**config.mk**
```make
export PLATFORM = sky130hd
export DESIGN_NAME = gocfg_top
export DESIGN_NICKNAME = d
export VERILOG_FILES = /design/src/inc/gocfg_pkg.sv /design/src/gocfg_top.sv /design/src/gocfg_pin_filter.sv
export SDC_FILE = /design/constraint.sdc
export NUM_CORES = 1
export LEC_CHECK = 0
export ABC_CLOCK_PERIOD_IN_PS = 10600
export BUFFER_PORTS_ARGS = -buffer_cell sky130_fd_sc_hd__clkbuf_2
export CAP_MARGIN = 25
export CORE_UTILIZATION = 30
export CTS_CLUSTER_SIZE = 10
export DETAILED_ROUTE_END_ITERATION = 6
export PLACE_DENSITY_LB_ADDON = 0.25
export SKIP_CTS_REPAIR_TIMING = 1
export SLEW_MARGIN = 20
export SYNTH_ARGS = -nofsm -noshare
export SYNTH_HDL_FRONTEND = slang
export SYNTH_HIERARCHICAL = 1
export SYNTH_SLANG_ARGS = --single-unit
export TNS_END_PERCENT = 10
```
**constraint.sdc**
```tcl
create_clock -name sys_clk -period 10.6 [get_ports sys_clk]
set_clock_uncertainty 0.1 [all_clocks]
set_input_delay 0.53 -clock sys_clk [delete_from_list [all_inputs] [get_ports sys_clk]]
set_output_delay 0.53 -clock sys_clk [all_outputs]
set_load 0.05 [all_outputs]
```
**src/inc/gocfg_pkg.sv**
```systemverilog
// What this block does
// - Select 000 drives the pin's alternate function: fault, sequencing, high-Z, sync.
// - Select 001 holds the pin asserted, honouring its polarity.
// - Select 010 holds the pin deasserted, honouring its polarity.
// - Select 011 asserts when every selected channel's power-good or input is asserted.
// - Bits 31:16 select channels, channel N at bit N plus 16.
// - Select 100 asserts when any selected channel alarm is active.
// - Each pin has its own polarity and push-pull or open-drain choice.
// - Pages 21 to 28 each address one pin's own setup word.
// - Alarm used in OR mode follows each channel's alarm-type setting.
// - Drive-type bit 7: 0 push-pull, 1 open-drain.
// - Polarity bit 6: 0 active low, 1 active high; bits 5:3 read zero.
// - Pin changes only after input stays unchanged for the whole delay.
// - Delays apply only in AND and OR modes, not forced or alternate.
package gocfg_pkg;

  localparam int NUM_PINS = 8;
  localparam int NUM_CHAN = 16;
  localparam int DLY_W    = 12;
  localparam int TICK_W   = 20;

  // Command decode
  localparam logic [7:0] CMD_OUTPUT_PIN_SETUP = 8'hF8;
  localparam logic [7:0] PAGE_FIRST           = 8'h15;
  localparam logic [7:0] PAGE_LAST            = 8'h1C;

  // Timebase
  localparam int CLK_PERIOD_NS = 8;
  localparam int MS_NS         = 1000000;
  localparam int TICK_CYCLES   = MS_NS / CLK_PERIOD_NS;

  // Pin positions with fixed alternate functions
  localparam int PIN_SEQ  = 4;
  localparam int PIN_HIZ0 = 5;
  localparam int PIN_HIZ1 = 6;
  localparam int PIN_SYNC = 7;

  // Delay code to milliseconds, entry 0 first from the right
  localparam logic [15:0][DLY_W-1:0] DELAY_MS = {
    12'hFA0, 12'h7D0, 12'h5DC, 12'h3E8, 12'h320, 12'h258, 12'h190, 12'h0C8,
    12'h064, 12'h050, 12'h03C, 12'h028, 12'h014, 12'h00A, 12'h005, 12'h000
  };

  typedef enum logic [2:0] {
    GOCFG_FN_ALT       = 3'h0,
    GOCFG_FN_FORCE_ON  = 3'h1,
    GOCFG_FN_FORCE_OFF = 3'h2,
    GOCFG_FN_AND       = 3'h3,
    GOCFG_FN_OR        = 3'h4,
    GOCFG_FN_RSV5      = 3'h5,
    GOCFG_FN_RSV6      = 3'h6,
    GOCFG_FN_RSV7      = 3'h7
  } gocfg_func_t;

  // One output_pin_setup word
  typedef struct packed {
    logic [15:0] chan_sel;     // 31:16
    logic [3:0]  off_delay;    // 15:12
    logic [3:0]  on_delay;     // 11:8
    logic        drive_type;   // 7
    logic        pin_polarity; // 6
    logic [2:0]  zero;         // 5:3
    gocfg_func_t func_sel;     // 2:0
  } gocfg_setup_t;

  localparam gocfg_setup_t SETUP_RESET = 32'h0000_0000;

  typedef struct packed {
    logic [7:0]  page;
    logic [7:0]  code;
    logic        wr;
    logic        rd;
    logic [31:0] wdata;
  } gocfg_cmd_t;

  typedef struct packed {
    logic        ack;
    logic [31:0] rdata;
  } gocfg_resp_t;

  // Alternate function lines, each high when that function pulls its pin low
  typedef struct packed {
    logic       sync_line;
    logic       sequencing_line;
    logic [3:0] fault_line;  // fault_line_zero .. fault_line_three
  } gocfg_alt_t;

  typedef struct packed {
    logic             level;
    logic [DLY_W-1:0] cnt;
  } gocfg_filt_t;

  localparam gocfg_filt_t FILT_RESET = 13'h0000;

endpackage : gocfg_pkg

```
**src/gocfg_top.sv**
```systemverilog
// Setup store and drive logic for the eight general output pins
// (output_pin_a .. output_pin_h are pin indices 0 .. 7)
module gocfg_top #(
  parameter int TICK_CYCLES = gocfg_pkg::TICK_CYCLES  // Clocks per millisecond
) (
  input  wire logic                             sys_clk,           // System clock, 125 MHz
  input  wire logic                             rst_b,             // Async reset, active low
  input  wire gocfg_pkg::gocfg_cmd_t            cmd,               // Command port request
  output gocfg_pkg::gocfg_resp_t                resp,              // Command port answer
  input  wire logic [gocfg_pkg::NUM_CHAN-1:0]   power_good_in,     // Channel power-good
  input  wire logic [gocfg_pkg::NUM_CHAN-1:0]   general_input_line,// Channel general input
  input  wire logic [gocfg_pkg::NUM_CHAN-1:0]   chan_alarm,        // Alarm per alarm-type setting
  input  wire gocfg_pkg::gocfg_alt_t            alt,               // Alternate function lines
  output logic      [gocfg_pkg::NUM_PINS-1:0]   pin_out,           // Pin output value
  output logic      [gocfg_pkg::NUM_PINS-1:0]   pin_oe_n           // Pin enable, low drives
);

  typedef struct packed {
    gocfg_pkg::gocfg_setup_t [gocfg_pkg::NUM_PINS-1:0] setup;
    logic [gocfg_pkg::TICK_W-1:0]                      tick_cnt;
    logic                                              tick;
    gocfg_pkg::gocfg_resp_t                            resp;
    logic [gocfg_pkg::NUM_PINS-1:0]                    pin_out;
    logic [gocfg_pkg::NUM_PINS-1:0]                    pin_oe_n;
    logic [gocfg_pkg::NUM_CHAN-1:0]                    gi_meta;   // First synchroniser stage
    logic [gocfg_pkg::NUM_CHAN-1:0]                    gi_sync;   // Second stage, the only one read
  } gocfg_state_t;

  localparam logic [gocfg_pkg::TICK_W-1:0] TICK_LAST = gocfg_pkg::TICK_W'(TICK_CYCLES - 1);

  gocfg_state_t                   s;
  gocfg_state_t                   next_s;
  logic [gocfg_pkg::NUM_PINS-1:0] raw;
  logic [gocfg_pkg::NUM_PINS-1:0] filt;
  logic [gocfg_pkg::NUM_PINS-1:0] alt_pull;
  logic [gocfg_pkg::NUM_PINS-1:0] alt_hiz;
  logic [gocfg_pkg::NUM_CHAN-1:0] chan_ok;

  // A channel counts as good when its power-good or its synchronised general input is high
  assign chan_ok = power_good_in | s.gi_sync;

  // Alternate functions per pin; two pins just float
  always_comb begin
    alt_pull                      = '0;
    alt_hiz                       = '0;
    alt_pull[3:0]                 = alt.fault_line;
    alt_pull[gocfg_pkg::PIN_SEQ]  = alt.sequencing_line;
    alt_pull[gocfg_pkg::PIN_SYNC] = alt.sync_line;
    alt_hiz[gocfg_pkg::PIN_HIZ0]  = 1'b1;
    alt_hiz[gocfg_pkg::PIN_HIZ1]  = 1'b1;
  end

  // Per pin: raw combined level and its delay filter
  generate
    for (genvar p = 0; p < gocfg_pkg::NUM_PINS; p++) begin : g_pin
      gocfg_pkg::gocfg_setup_t cfg;
      assign cfg = s.setup[p];

      // Unselected channels drop out of the AND and are blocked from the OR;
      // one continuous assignment per bit keeps a single driver on each bit
      assign raw[p] = (cfg.func_sel == gocfg_pkg::GOCFG_FN_AND) ? &(~cfg.chan_sel | chan_ok)      :
                      (cfg.func_sel == gocfg_pkg::GOCFG_FN_OR)  ? |(cfg.chan_sel & chan_alarm) :
                      1'b0;

      gocfg_pin_filter u_filt (
        .sys_clk  (sys_clk),
        .rst_b    (rst_b),
        .ms_tick  (s.tick),
        .raw_in   (raw[p]),
        .on_ms    (gocfg_pkg::DELAY_MS[cfg.on_delay]),
        .off_ms   (gocfg_pkg::DELAY_MS[cfg.off_delay]),
        .filt_out (filt[p])
      );
    end
  endgenerate

  // Next state: timebase, command port, pin drive
  always_comb begin
    logic                          hit;
    logic [2:0]                    idx;
    logic [7:0]                    page_off;
    logic                          asserted;
    logic                          level;
    gocfg_pkg::gocfg_setup_t       wcfg;
    hit      = 1'b0;
    idx      = 3'h0;
    page_off = 8'h00;
    asserted = 1'b0;
    level    = 1'b0;
    wcfg     = gocfg_pkg::SETUP_RESET;
    next_s   = s;

    // Millisecond timebase; a full count keeps ticks exact at any period
    if (s.tick_cnt >= TICK_LAST) begin
      next_s.tick_cnt = '0;
      next_s.tick     = 1'b1;
    end else begin
      next_s.tick_cnt = gocfg_pkg::TICK_W'(s.tick_cnt + 1'b1);
      next_s.tick     = 1'b0;
    end

    // General inputs come from pins; two stages before any logic reads them
    next_s.gi_meta = general_input_line;
    next_s.gi_sync = s.gi_meta;

    // Command port: one word per page, answer next cycle, misses read zero
    next_s.resp.ack   = cmd.wr | cmd.rd;
    next_s.resp.rdata = 32'h0000_0000;
    page_off = cmd.page - gocfg_pkg::PAGE_FIRST;
    idx      = page_off[2:0];
    hit      = (cmd.code == gocfg_pkg::CMD_OUTPUT_PIN_SETUP) &&
               (cmd.page >= gocfg_pkg::PAGE_FIRST) &&
               (cmd.page <= gocfg_pkg::PAGE_LAST);
    if (hit && cmd.wr) begin
      wcfg      = gocfg_pkg::gocfg_setup_t'(cmd.wdata);
      wcfg.zero = 3'h0;
      // Writes take effect at once; nothing guards a change under load
      next_s.setup[idx] = wcfg;
    end else if (hit && cmd.rd) begin
      next_s.resp.rdata = s.setup[idx];
    end

    // Pin drive from the current setup of each pin
    for (int p = 0; p < gocfg_pkg::NUM_PINS; p++) begin
      unique case (s.setup[p].func_sel)
        gocfg_pkg::GOCFG_FN_FORCE_ON: asserted = 1'b1;
        gocfg_pkg::GOCFG_FN_AND,
        gocfg_pkg::GOCFG_FN_OR:       asserted = filt[p];
        default:                      asserted = 1'b0;
      endcase
      level = s.setup[p].pin_polarity ? asserted : ~asserted;
      if (s.setup[p].func_sel == gocfg_pkg::GOCFG_FN_ALT) begin
        // Alternate lines are open-drain: pull low or release
        next_s.pin_out[p]  = 1'b0;
        next_s.pin_oe_n[p] = alt_hiz[p] | ~alt_pull[p];
      end else if (s.setup[p].drive_type) begin
        next_s.pin_out[p]  = 1'b0;
        next_s.pin_oe_n[p] = level;
      end else begin
        next_s.pin_out[p]  = level;
        next_s.pin_oe_n[p] = 1'b0;
      end
    end
  end

  // State register; after reset every pin is in alternate mode
  always_ff @(posedge sys_clk or negedge rst_b) begin
    if (!rst_b) begin
      s.setup    <= {gocfg_pkg::NUM_PINS{gocfg_pkg::SETUP_RESET}};
      s.tick_cnt <= '0;
      s.tick     <= 1'b0;
      s.gi_meta  <= '0;
      s.gi_sync  <= '0;
      s.resp     <= '0;
      s.pin_out  <= '0;
      s.pin_oe_n <= '1;
    end else begin
      s <= next_s;
    end
  end

  assign resp     = s.resp;
  assign pin_out  = s.pin_out;
  assign pin_oe_n = s.pin_oe_n;

endmodule : gocfg_top

```
**src/gocfg_pin_filter.sv**
```systemverilog
// Holds a pin's logical level until a change has lasted the whole delay
module gocfg_pin_filter (
  input  wire logic                        sys_clk,  // System clock
  input  wire logic                        rst_b,    // Async reset
  input  wire logic                        ms_tick,  // One-cycle millisecond tick
  input  wire logic                        raw_in,   // Unfiltered logical level
  input  wire logic [gocfg_pkg::DLY_W-1:0] on_ms,    // Assertion delay
  input  wire logic [gocfg_pkg::DLY_W-1:0] off_ms,   // Deassertion delay
  output logic                             filt_out  // Filtered level
);

  gocfg_pkg::gocfg_filt_t s;
  gocfg_pkg::gocfg_filt_t next_s;

  // Count whole ticks of a steady differing input; return to agreement restarts
  always_comb begin
    next_s = s;
    if (ms_tick) begin
      if (raw_in == s.level) begin
        next_s.cnt = '0;
      end else if (s.cnt >= (raw_in ? on_ms : off_ms)) begin
        next_s.level = raw_in;
        next_s.cnt   = '0;
      end else begin
        next_s.cnt = gocfg_pkg::DLY_W'(s.cnt + 1'b1);
      end
    end
  end

  always_ff @(posedge sys_clk or negedge rst_b) begin
    if (!rst_b) begin
      s <= gocfg_pkg::FILT_RESET;
    end else begin
      s <= next_s;
    end
  end

  assign filt_out = s.level;

endmodule : gocfg_pin_filter

```
Yosys cells after proc, flatten, opt, wreduce, memory -nomap -nowiden
Memory sizes are Yosys's and may differ from the RTL's.
Cells that the tools add are included.
{ "word_totals": {"register_bits": 462, "output_inout_bits": 49, "mem_bits_ro": 3072, "memories": 16} }
{ "classes": {"eq_ne": 33, "mux": 112, "addsub": 10, "n_reduce_logical": 45, "n_bitwise": 48, "order_cmp": 29} }
{ "memory_table": {"columns": ["name", "words", "word_bits", "rd", "rd_clocked_by_memory_dff", "write_ports", "line", "rtl"], "rows": [
  ["(no name shown)", 16, 12, 1, 0, 0, "gocfg_top.sv:71", ".off_ms (gocfg_pkg::DELAY_MS[cfg.off_delay]),"],
  ["(no name shown)", 16, 12, 1, 0, 0, "gocfg_top.sv:70", ".on_ms (gocfg_pkg::DELAY_MS[cfg.on_delay]),"],
  ["(no name shown)", 16, 12, 1, 0, 0, "gocfg_top.sv:71", null],
  ["(no name shown)", 16, 12, 1, 0, 0, "gocfg_top.sv:70", null],
  ["(no name shown)", 16, 12, 1, 0, 0, "gocfg_top.sv:71", null],
  ["(no name shown)", 16, 12, 1, 0, 0, "gocfg_top.sv:70", null],
  ["10 more memories", null, null, null, null, null, null, null]
]} }
{ "ops": {"columns": ["cell", "count"], "rows": [
  ["$mux 12", 40],
  ["$bwmux 256", 1],
  ["$or 16x16->16", 9],
  ["$and 16x16->16", 8],
  ["$mux 32", 4],
  ["$not 16->16", 8],
  ["$reduce_and 16->1", 8],
  ["$reduce_or 16->1", 8],
  ["$add 12x1->12 const B", 8],
  ["$bmux 32 s3", 1],
  ["$demux 32 s3", 1],
  ["$ge 12x12->1", 8],
  ["$lt 4x5->1 const B", 16],
  ["$mux 1", 56],
  ["$eq 3x1->1 const B", 8],
  ["$eq 3x2->1 const B", 8],
  ["$eq 3x3->1 const B", 8],
  ["$logic_not 3->1", 8],
  ["$reduce_and 3->1", 8],
  ["$not 1->1", 22],
  ["$mux 21", 1],
  ["$add 20x1->20 const B", 1],
  ["$ge 20x17->1 const B", 1],
  ["$pmux 1 s2", 8],
  ["10 further kinds", 28]
]} }

Depth between registers and ports, before layout
{ "logic_depth": {"depth_word": 8, "mapped_depth": 16} }

Hierarchy
The synthesis kept the hierarchy.
{ "modules_own_cells": {"columns": ["mod", "instances", "area_per_inst_um2", "cells_each"], "rows": [
  ["gocfg_top", 1, 19105.8, 1809],
  ["gocfg_pin_filter at g_pin[2].u_filt ...", 4, 1152.4, 121],
  ["gocfg_pin_filter at g_pin[0].u_filt ...", 3, 1153.6, 122],
  ["gocfg_pin_filter at g_pin[7].u_filt", 1, 1141.1, 120]
]} }

Worst setup path after synthesis
OpenSTA, ideal clock, no wires.
{ "synth_path": {"path_kind": "in2reg", "from": "in power_good_in[11] (netlist name)", "to": "reg g_pin[7].u_filt/s[3] (netlist name)", "required_time_ns": 10.398, "stages": 13, "setup_time_ns": 0.102, "t_arrival_ns": 3.662, "setup_slack_ns": 6.736, "n_path_buf": 2, "path_cell_list": "nor2_1 a22o_1 a221oi_1 nand4_1 o21ai_0 clkbuf_1 buf_1 mux2i_1 ha_1 a2111o_1 a41oi_4 nand3_4 o311ai_2"} }
{ "synth_between": {"elab_chain_len": 8, "word_cells_on_any_way": 9} }
{ "synth_rtl": {"columns": ["element", "line", "rtl"], "rows": [
  ["start: declaration", "gocfg_top.sv:10", "input wire logic [gocfg_pkg::NUM_CHAN-1:0] power_good_in,"],
  ["$or 16x16->16 (*)", "gocfg_top.sv:40", "assign chan_ok = power_good_in | s.gi_sync;"],
  ["$or 16x16->16 (*)", "gocfg_top.sv:61", "assign raw[p] = (cfg.func_sel == gocfg_pkg::GOCFG_FN_AND) ? &(~cfg.chan_sel | chan_ok) :"],
  ["$reduce_and 16->1 (*)", "gocfg_top.sv:61", null],
  ["$mux 1 (*)", "gocfg_top.sv:61", null],
  ["via raw, one bit", "gocfg_top.sv:33", "logic [gocfg_pkg::NUM_PINS-1:0] raw;"],
  ["$mux 12", "gocfg_pin_filter.sv:21", "end else if (s.cnt >= (raw_in ? on_ms : off_ms)) begin"],
  ["$ge 12x12->1", "gocfg_pin_filter.sv:21", null],
  ["$mux 12", "gocfg_pin_filter.sv:21", null],
  ["$mux 12 (*)", "gocfg_pin_filter.sv:19", "if (raw_in == s.level) begin"],
  ["end signal: assignment", "gocfg_pin_filter.sv:32", "s <= gocfg_pkg::FILT_RESET;"],
  ["end signal: assignment", "gocfg_pin_filter.sv:34", "s <= next_s;"],
  ["end: declaration", "gocfg_pin_filter.sv:12", "gocfg_pkg::gocfg_filt_t s;"]
]} }
Mark *: on every way through the listed nets, which the timed path passes. The rest lies on a longest branch.
A chain may end at the register's enable or synchronous reset.

Worst setup path after layout
{ "layout_path": {"from": "reg s[13] (netlist name)", "to": "reg g_pin[3].u_filt/s[3] (netlist name)"} }
{ "layout_between": {"elab_chain_len": 8, "word_cells_on_any_way": 9} }
{ "layout_rtl": {"columns": ["element", "line", "rtl"], "rows": [
  ["start: declaration", "gocfg_top.sv:31", "gocfg_state_t s;"],
  ["start signal: assignment", "gocfg_top.sv:158", "s <= next_s;"],
  ["$or 16x16->16 (*)", "gocfg_top.sv:40", null],
  ["$or 16x16->16 (*)", "gocfg_top.sv:61", null],
  ["$reduce_and 16->1 (*)", "gocfg_top.sv:61", null],
  ["$mux 1 (*)", "gocfg_top.sv:61", null],
  ["via raw, one bit", "gocfg_top.sv:33", null],
  ["$mux 12", "gocfg_pin_filter.sv:21", null],
  ["$ge 12x12->1", "gocfg_pin_filter.sv:21", null],
  ["$mux 12", "gocfg_pin_filter.sv:21", null],
  ["$mux 12 (*)", "gocfg_pin_filter.sv:19", null],
  ["end signal: assignment", "gocfg_pin_filter.sv:32", null],
  ["end signal: assignment", "gocfg_pin_filter.sv:34", null],
  ["end: declaration", "gocfg_pin_filter.sv:12", null]
]} }
Marks and branches as above.

==> results.json <==
{
  "synthDistinctLibCells": 67,
  "placeableCoreArea_sq_um": 93500,
  "placedInstanceArea_sq_um": 30000,
  "detailedRoute.firstIterationViolations": 1822,
  "cts-buffers-inserted": 56,
  "path_max_fanout": 14,
  "synth.area.top_cells": "dfrtp_1 38%, mux2_2 10%, ha_1 9.0%, mux2i_1 4.8%, o22ai_1 3.2%",
  "slew_viol_final": 0,
  "clock_latency_of_the_later_clocked_register_in_the_worst_skew_pair_ps": 680,
  "ys_seq_elements": 435,
  "drive_above_1_share": 0.208,
  "finalInstanceArea_sq_um": 32100,
  "post_synth_most_frequent_cells": "427 x dfrtp_1, 259 x mux2_2, 204 x ha_1",
  "peak_supply_drop_uv": 95.3,
  "final_net_count": 3166,
  "p_leak_nw": 13.7,
  "floorplan.rows": 112,
  "timing.reg2reg.worst_path_depth": 12,
  "intPower_mw": 2.86,
  "final_hold_viol_count": 0,
  "period_share": 0.462,
  "worstSetupEndpoint": "g_pin[3].u_filt/s[3]",
  "fmax_mhz": 204,
  "htree_levels": 2,
  "finish.utilization": 0.344,
  "seq_area_frac_synth": 0.385,
  "netlist_instances": 2779,
  "worst_slew_margin_rel": 0.242,
  "synth.most_common_cell": "dfrtp_1",
  "netSwitchingPower_mw": 0.968,
  "final_critical_delay_including_setup_and_external_delays_ps": 4890,
  "seq_power_share": 0.438,
  "grt_antenna_before_repair": 9,
  "totalNegativeSetupSlack_ps": 0,
  "chipWidth_um": 309,
  "worstPathRequired_ps": 11060,
  "boundaryPins": 155,
  "path_class": "reg2reg",
  "clock_sinks": 435,
  "cap_viol_max_count": 0,
  "timing.critical_path.arrival_ps": 5360,
  "drc": 0,
  "gp_congestion": 0.954,
  "yosys.area.top_type": "dfrtp_1",
  "setup.worst_path.start": "s[13]",
  "yosys_most_used_dff": "dfrtp_1",
  "regToRegEndpoint": "g_pin[3].u_filt/s[3]",
  "critPathCaptureType": "register",
  "dpl.hpwl_um": 67000,
  "hold_path.class": "in2reg",
  "mappedNetlistArea_sq_um": 28300,
  "synthDominantCellAreaShare": 0.377,
  "power.share.clock": 0.506,
  "comb_power_share": 0.056,
  "routedWlPerCell_um": 22.4,
  "start_util": 0.303,
  "ctsLongestPathBuffers": 3,
  "cts.clk_slew.worst_paths_ps": 60,
  "critical-path-max-stage-delay_ps": 820,
  "port_buffers": 148,
  "worstHoldPathCells": 2,
  "totalWireLength_um": 93100,
  "sw_frac_of_total": 0.253,
  "vias": 22713,
  "syn2layout_area_growth_pct": 13.5,
  "post_drt_via_cell_ratio": 5.46,
  "filler_cell_count": 9512,
  "antenna_violating_nets_post_route": 0,
  "reg2reg_slack_ps": 5710,
  "outcome": "finished clean",
  "crit_buf_inv": 0,
  "setup.worst_path.start_class": "register",
  "power-per-cell-area_nw_per_um2": 119,
  "synth_warnings": 6,
  "grt_pass1_wl_um": 142000,
  "die_outline_area_sq_um": 95600,
  "number_of_setup_violations_in_the_final_report": 0,
  "grt_max_degree": 72,
  "postSynth.asyncResetShare": 1.00,
  "gr-total-overflow": 0,
  "cts_tree": "yes",
  "synth-edff-count": 0,
  "launch_instance_of_the_worst_register_to_register_path": "s[13]",
  "clock_tree.root_cell": "clkbuf_16",
  "grt_pass1_vias": 21922,
  "rsz0062_at_grt": "false",
  "grtUsageTotal": 0.196,
  "drt_first_pass_iters": 6,
  "max_slew.worst_pin.slew_ps": 1130,
  "worst_path_dominant_cell_family": "compound AO/OA/AOI/OAI gates",
  "crit_path_cell_trace": "nor2_1 -> a22o_1 -> a221oi_1 -> nand4_1 -> o21ai_2 -> mux2_2 -> ha_1 -> nand2b_4 -> a2111o_1 -> a41oi_4 -> nand3_4 -> o311ai_2",
  "die_h_um": 309,
  "crit_cells": 12,
  "critical_path.slowest_cell": "o21ai_2",
  "postSynthAreaPerCell_sq_um": 10.2
}
## cell families after synthesis
| group | after synthesis | synth area share |
|---|---|---|
| flip-flops | 435 | 0.385 |
| AND/OR/NAND/NOR | 771 | 0.143 |
| AO/OA/AOI/OAI | 632 | 0.170 |
| XOR/XNOR | 25 | 0.00773 |
| multiplexers | 395 | 0.151 |
| adder cells (fa/ha/maj) | 204 | 0.0901 |
| buffers and inverters | 316 | 0.0536 |
| other | 1 | 0.000132 |
## how the worst min path moves through the flow
| stage | from | to | slack [ps] |
|---|---|---|---|
| finish | cmd[25] | g_pin[7].cfg[25] | 120 |
| global route | alt[1] | pin_oe_n[1] | 110 |
| CTS | rst_b | pin_out[6] | -300 |
| detailed placement | next_s[13] | s[13] | 230 |
| global placement | next_s[8] | s[8] | 230 |
| floorplan | rst_b | g_pin[0].cfg[0] | 130 |
## state kept, by name (all words and copies together), names as in the netlist
signal / count
s: 37
g_pin.cfg: 232
resp: 30
pin_oe_n: 8
pin_out: 8
g_pin.u_filt/s: 96
next_s: 16
g_pin.u_filt/filt_out: 8
## worst reg2reg max path, stage by stage (launching register included)
cell and delay (ps):
dfrtp_1 320, nor2_1 210, a22o_1 260, a221oi_1 570
nand4_1 200, o21ai_2 820, mux2_2 440, ha_1 270
nand2b_4 130, a2111o_1 450, a41oi_4 460, nand3_4 220
o311ai_2 310
## final cells by class
type                       count  area, sq um  share of cell area
inverter                     127          477              0.0148
sequential                   435        10900               0.339
timing repair buffer         203         1350              0.0420
antenna                        2         5.00            0.000156
multi-input combinational   2033        16000               0.498
clock inverter                13          203             0.00631
clock buffer                  91         1640              0.0511
tap                         1254         1570              0.0488
## through the flow
step,hold slack (ps),std cells,total power [mW],setup slack (ps)
final,117,4158,3.83,5710
after global routing,113,4156,3.97,5550
after CTS,-298,4132,3.88,5720
after detailed placement,235,4028,1.91,5440
after global placement,232,4022,1.91,5470
after floorplan,134,2784,1.79,6740
## per-layer routing
metal / GRT usage / wire, um / vias up
met4: 0.0693 / 3100 / 12
met5: 0 / 80 / -
met2: 0.310 / 42500 / 719
met1: 0.265 / 41500 / 11260
met3: 0.0379 / 5840 / 204
li1: - / - / 10518
## power by group through the flow
stage	logic [mW]	registers, mW	clock network, mW
after floorplan	0.0839	1.70	0
after global placement	0.207	1.70	0
after detailed placement	0.206	1.71	0
after CTS	0.206	1.68	1.99
after global routing	0.228	1.68	2.06
final	0.214	1.68	1.94
## placed cells by master (no fill, tap or decap), types with 16 or more instances in the layout
cell	instances
o31ai_1	22
nand2_1	200
dfrtp_1	426
nand4_1	64
o2bb2ai_1	31
a22o_1	64
a221oi_1	61
nor2b_1	24
o311ai_2	16
a21boi_0	22
a31oi_1	36
mux2i_1	136
clkbuf_16	56
o22ai_1	145
nor3_1	43
clkbuf_2	147
a21oi_1	56
o21ai_0	58
dlygate4sd3_1	19
ha_1	204
nand2b_1	35
buf_4	27
and3_1	22
mux2_2	259
or3_1	39
inv_1	127
and2_1	45
nand3_1	88
nor2_1	143
o21a_1	20
clkbuf_1	24
No activity file was read; power rests on OpenSTA's default activity.
